`src/dcb_pkg.sv`:
```
// Package: constants, types and register map of the dual counter block
// ==========================================================================
// ==========================================================================
package dcb_pkg;

  localparam int CNT_W = 16;
  localparam int BYTE_W = 8;

  // APB register map, byte addresses
  localparam logic [11:0] ADDR_CTRL = 12'h000;
  localparam logic [11:0] ADDR_STATUS = 12'h004;
  localparam logic [11:0] ADDR_LIVE = 12'h008;
  localparam logic [11:0] ADDR_SNAP = 12'h00C;
  localparam logic [11:0] ADDR_BYTE = 12'h010;

  // CTRL fields: software pins when external pins are not used
  localparam int CTRL_CLEAR_BIT = 0;
  localparam int CTRL_STEP_A_BIT = 1;
  localparam int CTRL_STEP_B_BIT = 2;
  localparam int CTRL_CAPTURE_BIT = 3;
  localparam int CTRL_CHAIN_BIT = 4;
  localparam logic [31:0] CTRL_RESET = 32'h0000_0000;

  // STATUS fields
  localparam int STAT_FULL_N_BIT = 0;
  localparam int STAT_DRIVE_BIT = 1;

  localparam logic [15:0] CNT_RESET = 16'h0000;
  localparam logic [31:0] SNAP_RESET = 32'h0000_0000;

  typedef struct packed {
    logic gate_second_high_byte_n;
    logic gate_second_low_byte_n;
    logic gate_first_high_byte_n;
    logic gate_first_low_byte_n;
  } dcb_gates_t;

  typedef struct packed {
    logic [BYTE_W-1:0] data;
    logic oe_n;
  } dcb_byte_bus_t;

endpackage

```
`src/dcb_edge.sv`:
```
// Rising-edge detector for inputs sampled on pclk
`timescale 1ns/10ps
module dcb_edge (
  input wire logic pclk,
  input wire logic presetn,
  input wire logic level_in,
  output logic rise
);
  logic prev_reg;

  always_ff @(posedge pclk or negedge presetn) begin
    if (!presetn) begin
      prev_reg <= 1'b0;
    end else begin
      prev_reg <= level_in;
    end
  end

  assign rise = level_in & ~prev_reg;
endmodule // dcb_edge

```
`src/dcb_top.sv`:
```
// Dual 16-bit counter with snapshot register and byte readout bus
//
// The implementer's own choices: the APB interface to the registers and the placing of the registers.
`timescale 1ns/10ps
module dcb_top
  import dcb_pkg::*;
#(
  parameter int CNT_WIDTH = dcb_pkg::CNT_W
) (
  input wire logic pclk,
  input wire logic presetn,
  input wire logic psel,
  input wire logic penable,
  input wire logic pwrite,
  input wire logic [11:0] paddr,
  input wire logic [31:0] pwdata,
  output logic [31:0] prdata,
  output logic pready,
  output logic pslverr,
  input wire logic counter_clear_n,
  input wire logic count_clock_first,
  input wire logic count_clock_second,
  input wire logic second_count_enable_n,
  input wire logic register_clock,
  input wire dcb_pkg::dcb_gates_t gates_n,
  output logic first_full_count_n,
  output logic [7:0] byte_out_bus,
  output logic byte_out_oe_n
);
  import dcb_pkg::*;

  logic [CNT_WIDTH-1:0] cnt_a_reg;
  logic [CNT_WIDTH-1:0] cnt_b_reg;
  // Fixed 32-bit image; narrower counters are zero-extended into it
  logic [2*CNT_W-1:0] snap_reg;
  logic [31:0] ctrl_reg;
  logic rise_a;
  logic rise_b;
  logic rise_r;
  logic step_a;
  logic step_b;
  logic capture;
  logic clear_now;
  logic full_a;
  logic en_b_n;
  logic apb_wr;
  logic apb_rd;
  logic [31:0] rd_next;
  logic rd_err;
  dcb_byte_bus_t bus_next;

  function automatic logic all_ones(input logic [CNT_WIDTH-1:0] v);
    return &v;
  endfunction

  // ==========================================================================
  // Count clock and register clock edges, sampled on pclk
  // ==========================================================================
  dcb_edge u_edge_a (
    .pclk(pclk),
    .presetn(presetn),
    .level_in(count_clock_first),
    .rise(rise_a)
  );

  dcb_edge u_edge_b (
    .pclk(pclk),
    .presetn(presetn),
    .level_in(count_clock_second),
    .rise(rise_b)
  );

  dcb_edge u_edge_r (
    .pclk(pclk),
    .presetn(presetn),
    .level_in(register_clock),
    .rise(rise_r)
  );

  assign apb_wr = psel & penable & pwrite;
  assign apb_rd = psel & penable & ~pwrite;

  // Software strobes act as extra count clock and register clock edges
  assign step_a = rise_a |
    (apb_wr && paddr == ADDR_CTRL && pwdata[CTRL_STEP_A_BIT]);
  assign step_b = rise_b |
    (apb_wr && paddr == ADDR_CTRL && pwdata[CTRL_STEP_B_BIT]);
  assign capture = rise_r |
    (apb_wr && paddr == ADDR_CTRL && pwdata[CTRL_CAPTURE_BIT]);
  // Clear pin is sampled synchronously; a held clear bit also clears
  assign clear_now = ~counter_clear_n | ctrl_reg[CTRL_CLEAR_BIT];
  assign full_a = all_ones(cnt_a_reg);
  // Chain bit ties enable to the flag inside, as the pin strap would
  assign en_b_n = ctrl_reg[CTRL_CHAIN_BIT] ?
    ~full_a : second_count_enable_n;

  // ==========================================================================
  // Control register
  // ==========================================================================
  always_ff @(posedge pclk or negedge presetn) begin
    if (!presetn) begin
      ctrl_reg <= CTRL_RESET;
    end else if (apb_wr && paddr == ADDR_CTRL) begin
      ctrl_reg <= {27'h0, pwdata[CTRL_CHAIN_BIT], 3'h0,
        pwdata[CTRL_CLEAR_BIT]};
    end
  end

  // ==========================================================================
  // Counters
  // ==========================================================================
  // Clear overrides counting in the same cycle
  always_ff @(posedge pclk or negedge presetn) begin
    if (!presetn) begin
      cnt_a_reg <= CNT_WIDTH'(CNT_RESET);
    end else if (clear_now) begin
      cnt_a_reg <= CNT_WIDTH'(CNT_RESET);
    end else if (step_a) begin
      cnt_a_reg <= cnt_a_reg + 1'b1;
    end
  end

  always_ff @(posedge pclk or negedge presetn) begin
    if (!presetn) begin
      cnt_b_reg <= CNT_WIDTH'(CNT_RESET);
    end else if (clear_now) begin
      cnt_b_reg <= CNT_WIDTH'(CNT_RESET);
    end else if (step_b && !en_b_n) begin
      cnt_b_reg <= cnt_b_reg + 1'b1;
    end
  end

  always_ff @(posedge pclk or negedge presetn) begin
    if (!presetn) begin
      first_full_count_n <= 1'b1;
    end else if (clear_now) begin
      first_full_count_n <= 1'b1;
    end else if (step_a) begin
      first_full_count_n <= ~(cnt_a_reg == {{(CNT_WIDTH-1){1'b1}}, 1'b0});
    end else begin
      first_full_count_n <= ~full_a;
    end
  end

  // ==========================================================================
  // Snapshot
  // ==========================================================================
  // Holds between captures regardless of counting
  always_ff @(posedge pclk or negedge presetn) begin
    if (!presetn) begin
      snap_reg <= SNAP_RESET;
    end else if (capture) begin
      snap_reg <= {CNT_W'(cnt_b_reg),
        CNT_W'(cnt_a_reg)};
    end
  end

  // ==========================================================================
  // Byte readout
  // ==========================================================================
  // Reader must assert one gate only; priority below is a fallback
  always_comb begin
    bus_next.data = 8'h00;
    bus_next.oe_n = 1'b0;
    if (!gates_n.gate_first_low_byte_n) begin
      bus_next.data = snap_reg[7:0];
    end else if (!gates_n.gate_first_high_byte_n) begin
      bus_next.data = snap_reg[15:8];
    end else if (!gates_n.gate_second_low_byte_n) begin
      bus_next.data = snap_reg[23:16];
    end else if (!gates_n.gate_second_high_byte_n) begin
      bus_next.data = snap_reg[31:24];
    end else begin
      bus_next.oe_n = 1'b1;
    end
  end

  always_ff @(posedge pclk or negedge presetn) begin
    if (!presetn) begin
      byte_out_bus <= 8'h00;
      byte_out_oe_n <= 1'b1;
    end else begin
      byte_out_bus <= bus_next.data;
      byte_out_oe_n <= bus_next.oe_n;
    end
  end

  // ==========================================================================
  // APB read side
  // ==========================================================================
  always_comb begin
    rd_next = 32'h0000_0000;
    rd_err = 1'b0;
    if (paddr == ADDR_CTRL) begin
      rd_next = ctrl_reg;
    end else if (paddr == ADDR_STATUS) begin
      rd_next[STAT_FULL_N_BIT] = first_full_count_n;
      rd_next[STAT_DRIVE_BIT] = ~byte_out_oe_n;
    end else if (paddr == ADDR_LIVE) begin
      rd_next = {CNT_W'(cnt_b_reg), CNT_W'(cnt_a_reg)};
    end else if (paddr == ADDR_SNAP) begin
      rd_next = snap_reg;
    end else if (paddr == ADDR_BYTE) begin
      rd_next = {24'h0, byte_out_bus};
    end else begin
      rd_err = 1'b1;
    end
  end

  // Zero-wait answer: pready high in every access phase
  always_ff @(posedge pclk or negedge presetn) begin
    if (!presetn) begin
      prdata <= 32'h0000_0000;
      pslverr <= 1'b0;
      pready <= 1'b0;
    end else begin
      pready <= psel & ~penable;
      pslverr <= psel & ~penable & rd_err;
      if (psel && !penable && !pwrite) begin
        prdata <= rd_next;
      end
    end
  end

  logic unused_rd;
  assign unused_rd = apb_rd;
endmodule // dcb_top

```
`config.mk`:
```
export PLATFORM = sky130hd
export DESIGN_NAME = dcb_top
export DESIGN_NICKNAME = d
export VERILOG_FILES = /design/src/dcb_pkg.sv /design/src/dcb_edge.sv /design/src/dcb_top.sv
export SDC_FILE = /design/constraint.sdc
export NUM_CORES = 1
export LEC_CHECK = 0
export BUFFER_PORTS_ARGS = -buffer_cell sky130_fd_sc_hd__buf_2
export CAP_MARGIN = 0
export CORE_MARGIN = 2
export CORE_UTILIZATION = 56
export DETAILED_ROUTE_END_ITERATION = 10
export GPL_TIMING_DRIVEN = 0
export PLACE_DENSITY = 0.79
export SLEW_MARGIN = 15
export SYNTH_ARGS = -nofsm -noshare
export SYNTH_HDL_FRONTEND = slang
export SYNTH_SLANG_ARGS = --single-unit
```
`constraint.sdc`:
```
create_clock -name pclk -period 2.7 [get_ports pclk]
set_clock_uncertainty 0.05 [all_clocks]
set_input_delay 0.54 -clock pclk [delete_from_list [all_inputs] [get_ports pclk]]
set_output_delay 0.54 -clock pclk [all_outputs]
set_load 0.05 [all_outputs]
```
==> results of run 1 <==
-- synth_stat cells, types with 2 or more instances --
master	number	area share
a211oi_1	2	0.0027
a21oi_1	51	0.046
a22oi_1	24	0.033
a31o_2	2	0.0032
a31oi_1	3	0.0034
a32o_1	2	0.0036
and3_1	9	0.010
and4_1	4	0.0064
buf_2	10	0.0091
clkbuf_1	19	0.013
dfrtp_1	111	0.50
dfstp_2	2	0.0095
ha_1	3	0.0068
inv_1	11	0.0075
mux2_2	40	0.082
mux2i_1	4	0.0073
nand2_1	54	0.037
nand2b_1	7	0.0080
nand3_1	19	0.017
nand4_1	5	0.0057
nor2_1	25	0.017
nor2b_1	13	0.015
nor3_1	5	0.0045
nor4_1	4	0.0045
nor4_4	2	0.0077
o21a_1	4	0.0055
o21ai_0	44	0.040
o31ai_1	17	0.023
or2_2	2	0.0023
or3_1	15	0.017
or4_1	13	0.018
xnor2_1	2	0.0032
-- cells by family (layout without fill, tap and decap cells) --
family | Yosys count | after routing | share of synthesized area
simple gates | 180 | 180 | 0.175
fa+ha+maj | 3 | 3 | 0.00682
buf+inv | 42 | 148 | 0.0329
flops | 113 | 113 | 0.514
compound gates | 160 | 160 | 0.179
mux | 44 | 44 | 0.0891
xor+xnor | 2 | 2 | 0.00318
-- area by class of cell --
type,count,share of cell area
Timing Repair Buffer,74,0.0604
Clock buffer,17,0.0619
Sequential cell,113,0.423
Multi-Input combinational cell,389,0.375
Clock inverter,15,0.0271
Buffer,31,0.0210
Tap cell,133,0.0249
Inverter,11,0.00618
-- cells in the final DEF (no fill, tap or decap), drive strengths merged, types with 2 or more instances in the layout --
master and count:
and3 9, nand2b 7, or2 2, a22oi 24
nand4 5, inv 15, or3 15, nand2 54
nor2b 13, a32o 2, a211oi 2, o21a 4
clkinv 6, nand3 19, a21oi 51, bufinv 3
mux2 40, o31ai 17, a31oi 4, buf 85
mux2i 4, nor4 7, clkinvlp 2, and4 4
a31o 2, dfrtp 111, nor2 25, nor3 5
or4 13, o21ai 45, clkbuf 36, xnor2 2
dfstp 2, ha 3
-- how the worst max path moves through the flow --
| stage | start | to | slack, ns |
|---|---|---|---|
| 2_1_floorplan | paddr[9] | snap_reg[23]$_DFFE_PN0P_ | 0.52 |
| 6_report | cnt_a_reg[9]$_DFFE_PN0P_ | cnt_b_reg[5]$_DFFE_PN0P_ | 0.24 |
| 4_1_cts | cnt_a_reg[9]$_DFFE_PN0P_ | cnt_b_reg[5]$_DFFE_PN0P_ | 0.19 |
| 3_5_place_dp | paddr[9] | snap_reg[23]$_DFFE_PN0P_ | -0.12 |
| 5_1_grt | cnt_a_reg[9]$_DFFE_PN0P_ | cnt_b_reg[5]$_DFFE_PN0P_ | 0.04 |
| 3_3_place_gp | presetn | byte_out_bus[2]$_DFF_PN0_ | -0.20 |
-- power by group through the flow --
stage | combinational [uW] | sequential (uW) | clock (uW)
after floorplan | 106 | 1790 | 0
after global routing | 275 | 1730 | 2350
after global placement | 238 | 1760 | 0
after detailed placement | 248 | 1760 | 0
after CTS | 252 | 1730 | 2260
final | 252 | 1730 | 2250
-- worst reg2reg max path, delay by kind of cell, from the launching register on --
| family | cells | cell delay [ns] |
|---|---|---|
| buffers and inverters | 2 | 0.60 |
| AOI/OAI and AO/OA | 1 | 0.27 |
| and+or+nand+nor | 3 | 0.91 |
| DFF | 1 | 0.32 |
| muxes | 1 | 0.24 |
-- routing by layer --
metal  track usage  share of wire
met3        0.0576          0.079
met5             0              0
met4         0.103          0.021
met2         0.444           0.47
met1         0.398           0.43
-- per-stage QoR --
stage                     total power, uW  std cells  hold slack, ns
after floorplan                      1890        544           0.194
after global placement               2000        749           0.408
after detailed placement             2010        750           0.358
after CTS                            4250        783          0.0686
after global routing                 4350        783          0.0720
final                                4230        783          0.0708
-- what timing repair did --
action | CTS | global route
hold endpoints to repair | 22 | 0
setup endpoints to repair | 0 | 3
gates resized for setup | 0 | 2
hold buffers | 1 | 0
==> flow_summary.json, run 1 <==
{
  "status": "completed",
  "period_share": 0.911,
  "clock_latency_ns": 0.54,
  "drive_gt1_frac": 0.258,
  "clk_pin_slew_worst_paths_ns": 0.06,
  "rsz0062_at_grt": "no",
  "hold_start": "count_clock_second",
  "cp_slowest_cell": "nor4_1",
  "synth_ff_type": "dfrtp_1",
  "synth_cells": 544,
  "fin_nets": 698,
  "h-tree-depth": 4,
  "drv_cap": 0,
  "clock-sinks": 113,
  "synth_edf_count": 0,
  "relSlewSlack": 0.612,
  "hold_viol": 0,
  "power.density_nw_per_um2": 633,
  "start_kind": "flop",
  "p_comb_frac": 0.060,
  "crit_buf_inv": 2,
  "cp_data_arrival_time_ns": 2.87,
  "routed_wirelength_mm": 14.5,
  "dieArea_sq_um": 10600,
  "vias_per_cell": 6.13,
  "drc": 0,
  "track_usage": 0.285,
  "place_congestion": 0.927,
  "finalInstanceArea_sq_um": 6690,
  "whs_endpoint": "u_edge_b.prev_reg$_DFF_PN0_",
  "report.final.slew_viol_count": 0,
  "r2r_cells": 7,
  "synth-seq-cells": 113,
  "wl_per_cell_um": 18.5,
  "crit_family": "simple AND/OR/NAND/NOR gates",
  "die_x_um": 103,
  "p_int_uw": 3210,
  "worstSetupEndpointType": "flop",
  "placed_area_sq_um": 6070,
  "start_util": 0.571,
  "rrSetupSlack_ns": 0.24,
  "fmax_mhz": 407,
  "diodes": 0,
  "syn_avg_cell_area_sq_um": 10.1,
  "die_h_um": 103,
  "synth_fp_nets": 605,
  "setup_viol": 0,
  "clock_path_buffers": 2,
  "postRouteAntennaNets": 0,
  "ys_seq_area_frac": 0.514,
  "worstReg2RegEnd": "cnt_b_reg[5]$_DFFE_PN0P_",
  "placement_rows": 36,
  "io_buffers": 72,
  "antenna_found_initial": 0,
  "grt_pass1_vias": 4382,
  "slowest_delay_ns": 0.40,
  "nFillCells": 728,
  "irDropWorstVdd_v": 0.000484,
  "yosysUniqueCellTypes": 48,
  "regArea_sq_um": 2830,
  "drtIter0Drc": 305,
  "hp-class": "in2reg",
  "dp_hpwl_mm": 10.4,
  "first_pass_iters": 5,
  "path_class": "reg2reg",
  "grt_pass1_wl_mm": 22.4,
  "numCtsBuffers": 17,
  "switchingPower_uw": 1030,
  "yosysWarnings": 0,
  "multi_input_area_sq_um": 2510,
  "worstMarginPinSlew_ns": 0.578,
  "cts_root_buf": "clkbuf_8",
  "power_leakage_uw": 0.00299,
  "p_clk_frac": 0.531,
  "pwr-share-seq": 0.409,
  "fin_tns_setup_ns": 0,
  "grt_max_degree": 92,
  "worstPathCellList": "clkbuf_1, nand4_1, nor4_4, a31oi_1, buf_2, nor4_1, mux2i_1",
  "required_ns": 3.11,
  "worstHoldPathCells": 1,
  "crit_fanout": 10,
  "post_cts_buffers": 0,
  "io-pin-count": 102,
  "fp.coreArea_sq_um": 9640,
  "cts_tree": "yes",
  "synth_area_sq_um": 5510,
  "vias": 4801,
  "path_depth": 7,
  "setup_ws_ns": 0.240,
  "syn_to_final_growth_pct": 21.4,
  "power_switching_share": 0.243,
  "rr_startpoint": "cnt_a_reg[9]$_DFFE_PN0P_",
  "pre_cts_slack_ns": -0.117,
  "final_core_util": 0.694,
  "post-route-min-period_ns": 2.46,
  "grt_overflow": 0,
  "ys_async_sr_fraction": 1.00
}
Note: power is estimated with default switching activity, not from simulation.
==> inputs of run 2 (changes only) <==
--- a/config.mk
+++ b/config.mk
@@ -5,9 +5,9 @@
 export SDC_FILE = /design/constraint.sdc
 export NUM_CORES = 1
 export LEC_CHECK = 0
+export ABC_AREA = 1
 export BUFFER_PORTS_ARGS = -buffer_cell sky130_fd_sc_hd__buf_2
 export CAP_MARGIN = 0
-export CORE_MARGIN = 2
 export CORE_UTILIZATION = 56
 export DETAILED_ROUTE_END_ITERATION = 10
 export GPL_TIMING_DRIVEN = 0
==> flow_summary.json, run 2 <==
{
  "status": "completed",
  "crit_path_start": "cnt_a_reg[1]$_DFFE_PN0P_",
  "multi_input_area_sq_um": 2540,
  "grt_pass1_vias": 5542,
  "postRouteAntennaNets": 0,
  "diodes": 0,
  "cts_root_buf": "clkbuf_8",
  "hp-class": "in2reg",
  "post-route-min-period_ns": 2.32,
  "antenna_found_initial": 0,
  "path_class": "reg2reg",
  "fmax_mhz": 431,
  "track_usage": 0.338,
  "power_leakage_uw": 0.00338,
  "drive_gt1_frac": 0.155,
  "crit_buf_inv": 2,
  "vias": 5701,
  "start_kind": "flop",
  "whs_endpoint": "u_edge_a.prev_reg$_DFF_PN0_",
  "grt_pass1_wl_mm": 28.0,
  "yosys-top-cells-count": "nand2_1 (208), dfrtp_1 (111), inv_1 (76), o21ai_0 (76), nor2_1 (71)",
  "fin_nets": 917,
  "clk_pin_slew_worst_paths_ns": 0.06,
  "dp_hpwl_mm": 12.3,
  "clock-sinks": 113,
  "syn_to_final_growth_pct": 20.4,
  "setup_viol": 0,
  "io-pin-count": 102,
  "drv_cap": 0,
  "required_ns": 3.06,
  "h-tree-depth": 4,
  "relSlewSlack": 0.605,
  "wl_per_cell_um": 17.2,
  "mostFrequentLayoutCells": "nand2_1 (208), dfrtp_1 (111), inv_1 (76), o21ai_0 (76), buf_2 (76)",
  "hold_viol": 0,
  "final_core_util": 0.706,
  "start_util": 0.587,
  "drtIter0Drc": 556,
  "synth_ff_type": "dfrtp_1",
  "clock_path_buffers": 2,
  "power.density_nw_per_um2": 606,
  "yosysMostFrequentCell": "nand2_1",
  "period_share": 0.859,
  "whs_ns": 0.0828,
  "placement_rows": 36,
  "yosysUniqueCellTypes": 31,
  "yosysWarnings": 0,
  "synth_edf_count": 0,
  "cts_resized": 0,
  "rr_startpoint": "cnt_a_reg[1]$_DFFE_PN0P_",
  "worstSetupEndpointType": "flop",
  "yosysTopAreaCell": "dfrtp_1",
  "ys_seq_area_frac": 0.484,
  "die_x_um": 104,
  "slowest_delay_ns": 0.50,
  "dieArea_sq_um": 10800,
  "synth_area_leaders": "dfrtp_1 (48%), nand2_1 (13%), o21ai_0 (6.5%), inv_1 (4.9%), nor2_1 (4.6%)",
  "irDropWorstVdd_v": 0.000401,
  "grt_max_degree": 70,
  "r2r_cells": 11,
  "post_cts_buffers": 0,
  "ys_async_sr_fraction": 1.00,
  "synth_fp_nets": 823,
  "synth_area_sq_um": 5840,
  "cp_data_arrival_time_ns": 2.68,
  "synth.top_cell.area_share": 0.475,
  "path_depth": 11,
  "vias_per_cell": 5.69,
  "numCtsBuffers": 17,
  "synth-seq-cells": 113,
  "worstHoldPathCells": 1,
  "cts_tree": "yes",
  "fp.coreArea_sq_um": 9950,
  "routed_wirelength_mm": 17.2,
  "io_buffers": 73,
  "worstMarginPinSlew_ns": 0.593,
  "drc": 0,
  "nFillCells": 828,
  "cp_slowest_cell": "dfrtp_1",
  "report.final.slew_viol_count": 0,
  "die_h_um": 104,
  "first_pass_iters": 6,
  "rrSetupSlack_ns": 0.38,
  "clock_latency_ns": 0.52,
  "synth_cells": 762,
  "rsz0062_at_grt": "no",
  "hold_buffers": 1,
  "syn_avg_cell_area_sq_um": 7.67,
  "worstPathCellList": "ha_1, inv_1, nor2_2, nand2_1, nor2_1, nor2_1, nor2_4, nand2_4, buf_6, nand3_1, nand2_1",
  "hold_start": "count_clock_first",
  "worstReg2RegEnd": "cnt_b_reg[8]$_DFFE_PN0P_",
  "regArea_sq_um": 2830,
  "crit_family": "simple AND/OR/NAND/NOR gates",
  "grt_overflow": 0,
  "crit_fanout": 10,
  "final_common_cell": "nand2_1",
  "place_congestion": 0.942
}
==> run 2: cell types whose count changed after synthesis, sizes merged, moves of 24 or more <==
cell	before	now
nand2	54	213
o21ai	45	122
inv	11	77
nor2	25	76
mux2	40	0
a21oi	51	12
nand3	19	45
a22oi	24	0
==> run 2: worst max path at each step <==
stage,endpoint,slack [ns]
4_1_cts,cnt_b_reg[8]$_DFFE_PN0P_,0.42
5_1_grt,cnt_b_reg[14]$_DFFE_PN0P_,0.25
3_5_place_dp,prdata[6]$_DFFE_PN0P_,0.33
6_report,cnt_b_reg[8]$_DFFE_PN0P_,0.38
2_1_floorplan,snap_reg[19]$_DFFE_PN0P_,0.92
3_3_place_gp,cnt_a_reg[1]$_DFFE_PN0P_,-0.26
==> run 2: cell families (layout without fill, tap and decap cells) <==
logic type	count (synthesis)	after routing	synth area share
flip-flops	113	113	0.484
XOR/XNOR	16	16	0.0240
AO/OA/AOI/OAI	149	149	0.133
buffers and inverters	110	217	0.0814
adder cells (fa/ha/maj)	3	3	0.00643
AND/OR/NAND/NOR	371	371	0.271
==> run 2: per-layer routing <==
metal	vias up	track usage	share of wire
met5	-	0	0
li1	2679	-	-
met3	43	0.0677	0.079
met2	282	0.517	0.46
met4	0	0.155	0.034
met1	2697	0.464	0.43
==> run 2: stage by stage <==
| stage | TNS [ns] | std cells | setup WS [ns] | power (uW) | cell area [sq um] |
|---|---|---|---|---|---|
| after floorplan | 0 | 762 | 0.920 | 1870 | 5840 |
| after global placement | -27.73 | 968 | -0.258 | 1980 | 6370 |
| after detailed placement | 0 | 969 | 0.330 | 1990 | 6410 |
| after CTS | 0 | 1002 | 0.422 | 4260 | 7030 |
| after global routing | 0 | 1002 | 0.245 | 4370 | 7030 |
| final | 0 | 1002 | 0.381 | 4260 | 7030 |
==> run 2: layout make-up <==
| cell class | instances | area share |
|---|---|---|
| Buffer | 33 | 0.0265 |
| Clock buffer | 23 | 0.0692 |
| Clock inverter | 9 | 0.0181 |
| Inverter | 77 | 0.0411 |
| Multi-Input combinational cell | 539 | 0.361 |
| Sequential cell | 113 | 0.402 |
| Tap cell | 133 | 0.0237 |
| Timing Repair Buffer | 75 | 0.0582 |
==> run 2: power by group <==
group	switching [uW]	internal, uW
sequential	11.0	1710
clock	774	1520
combinational	179	61.5
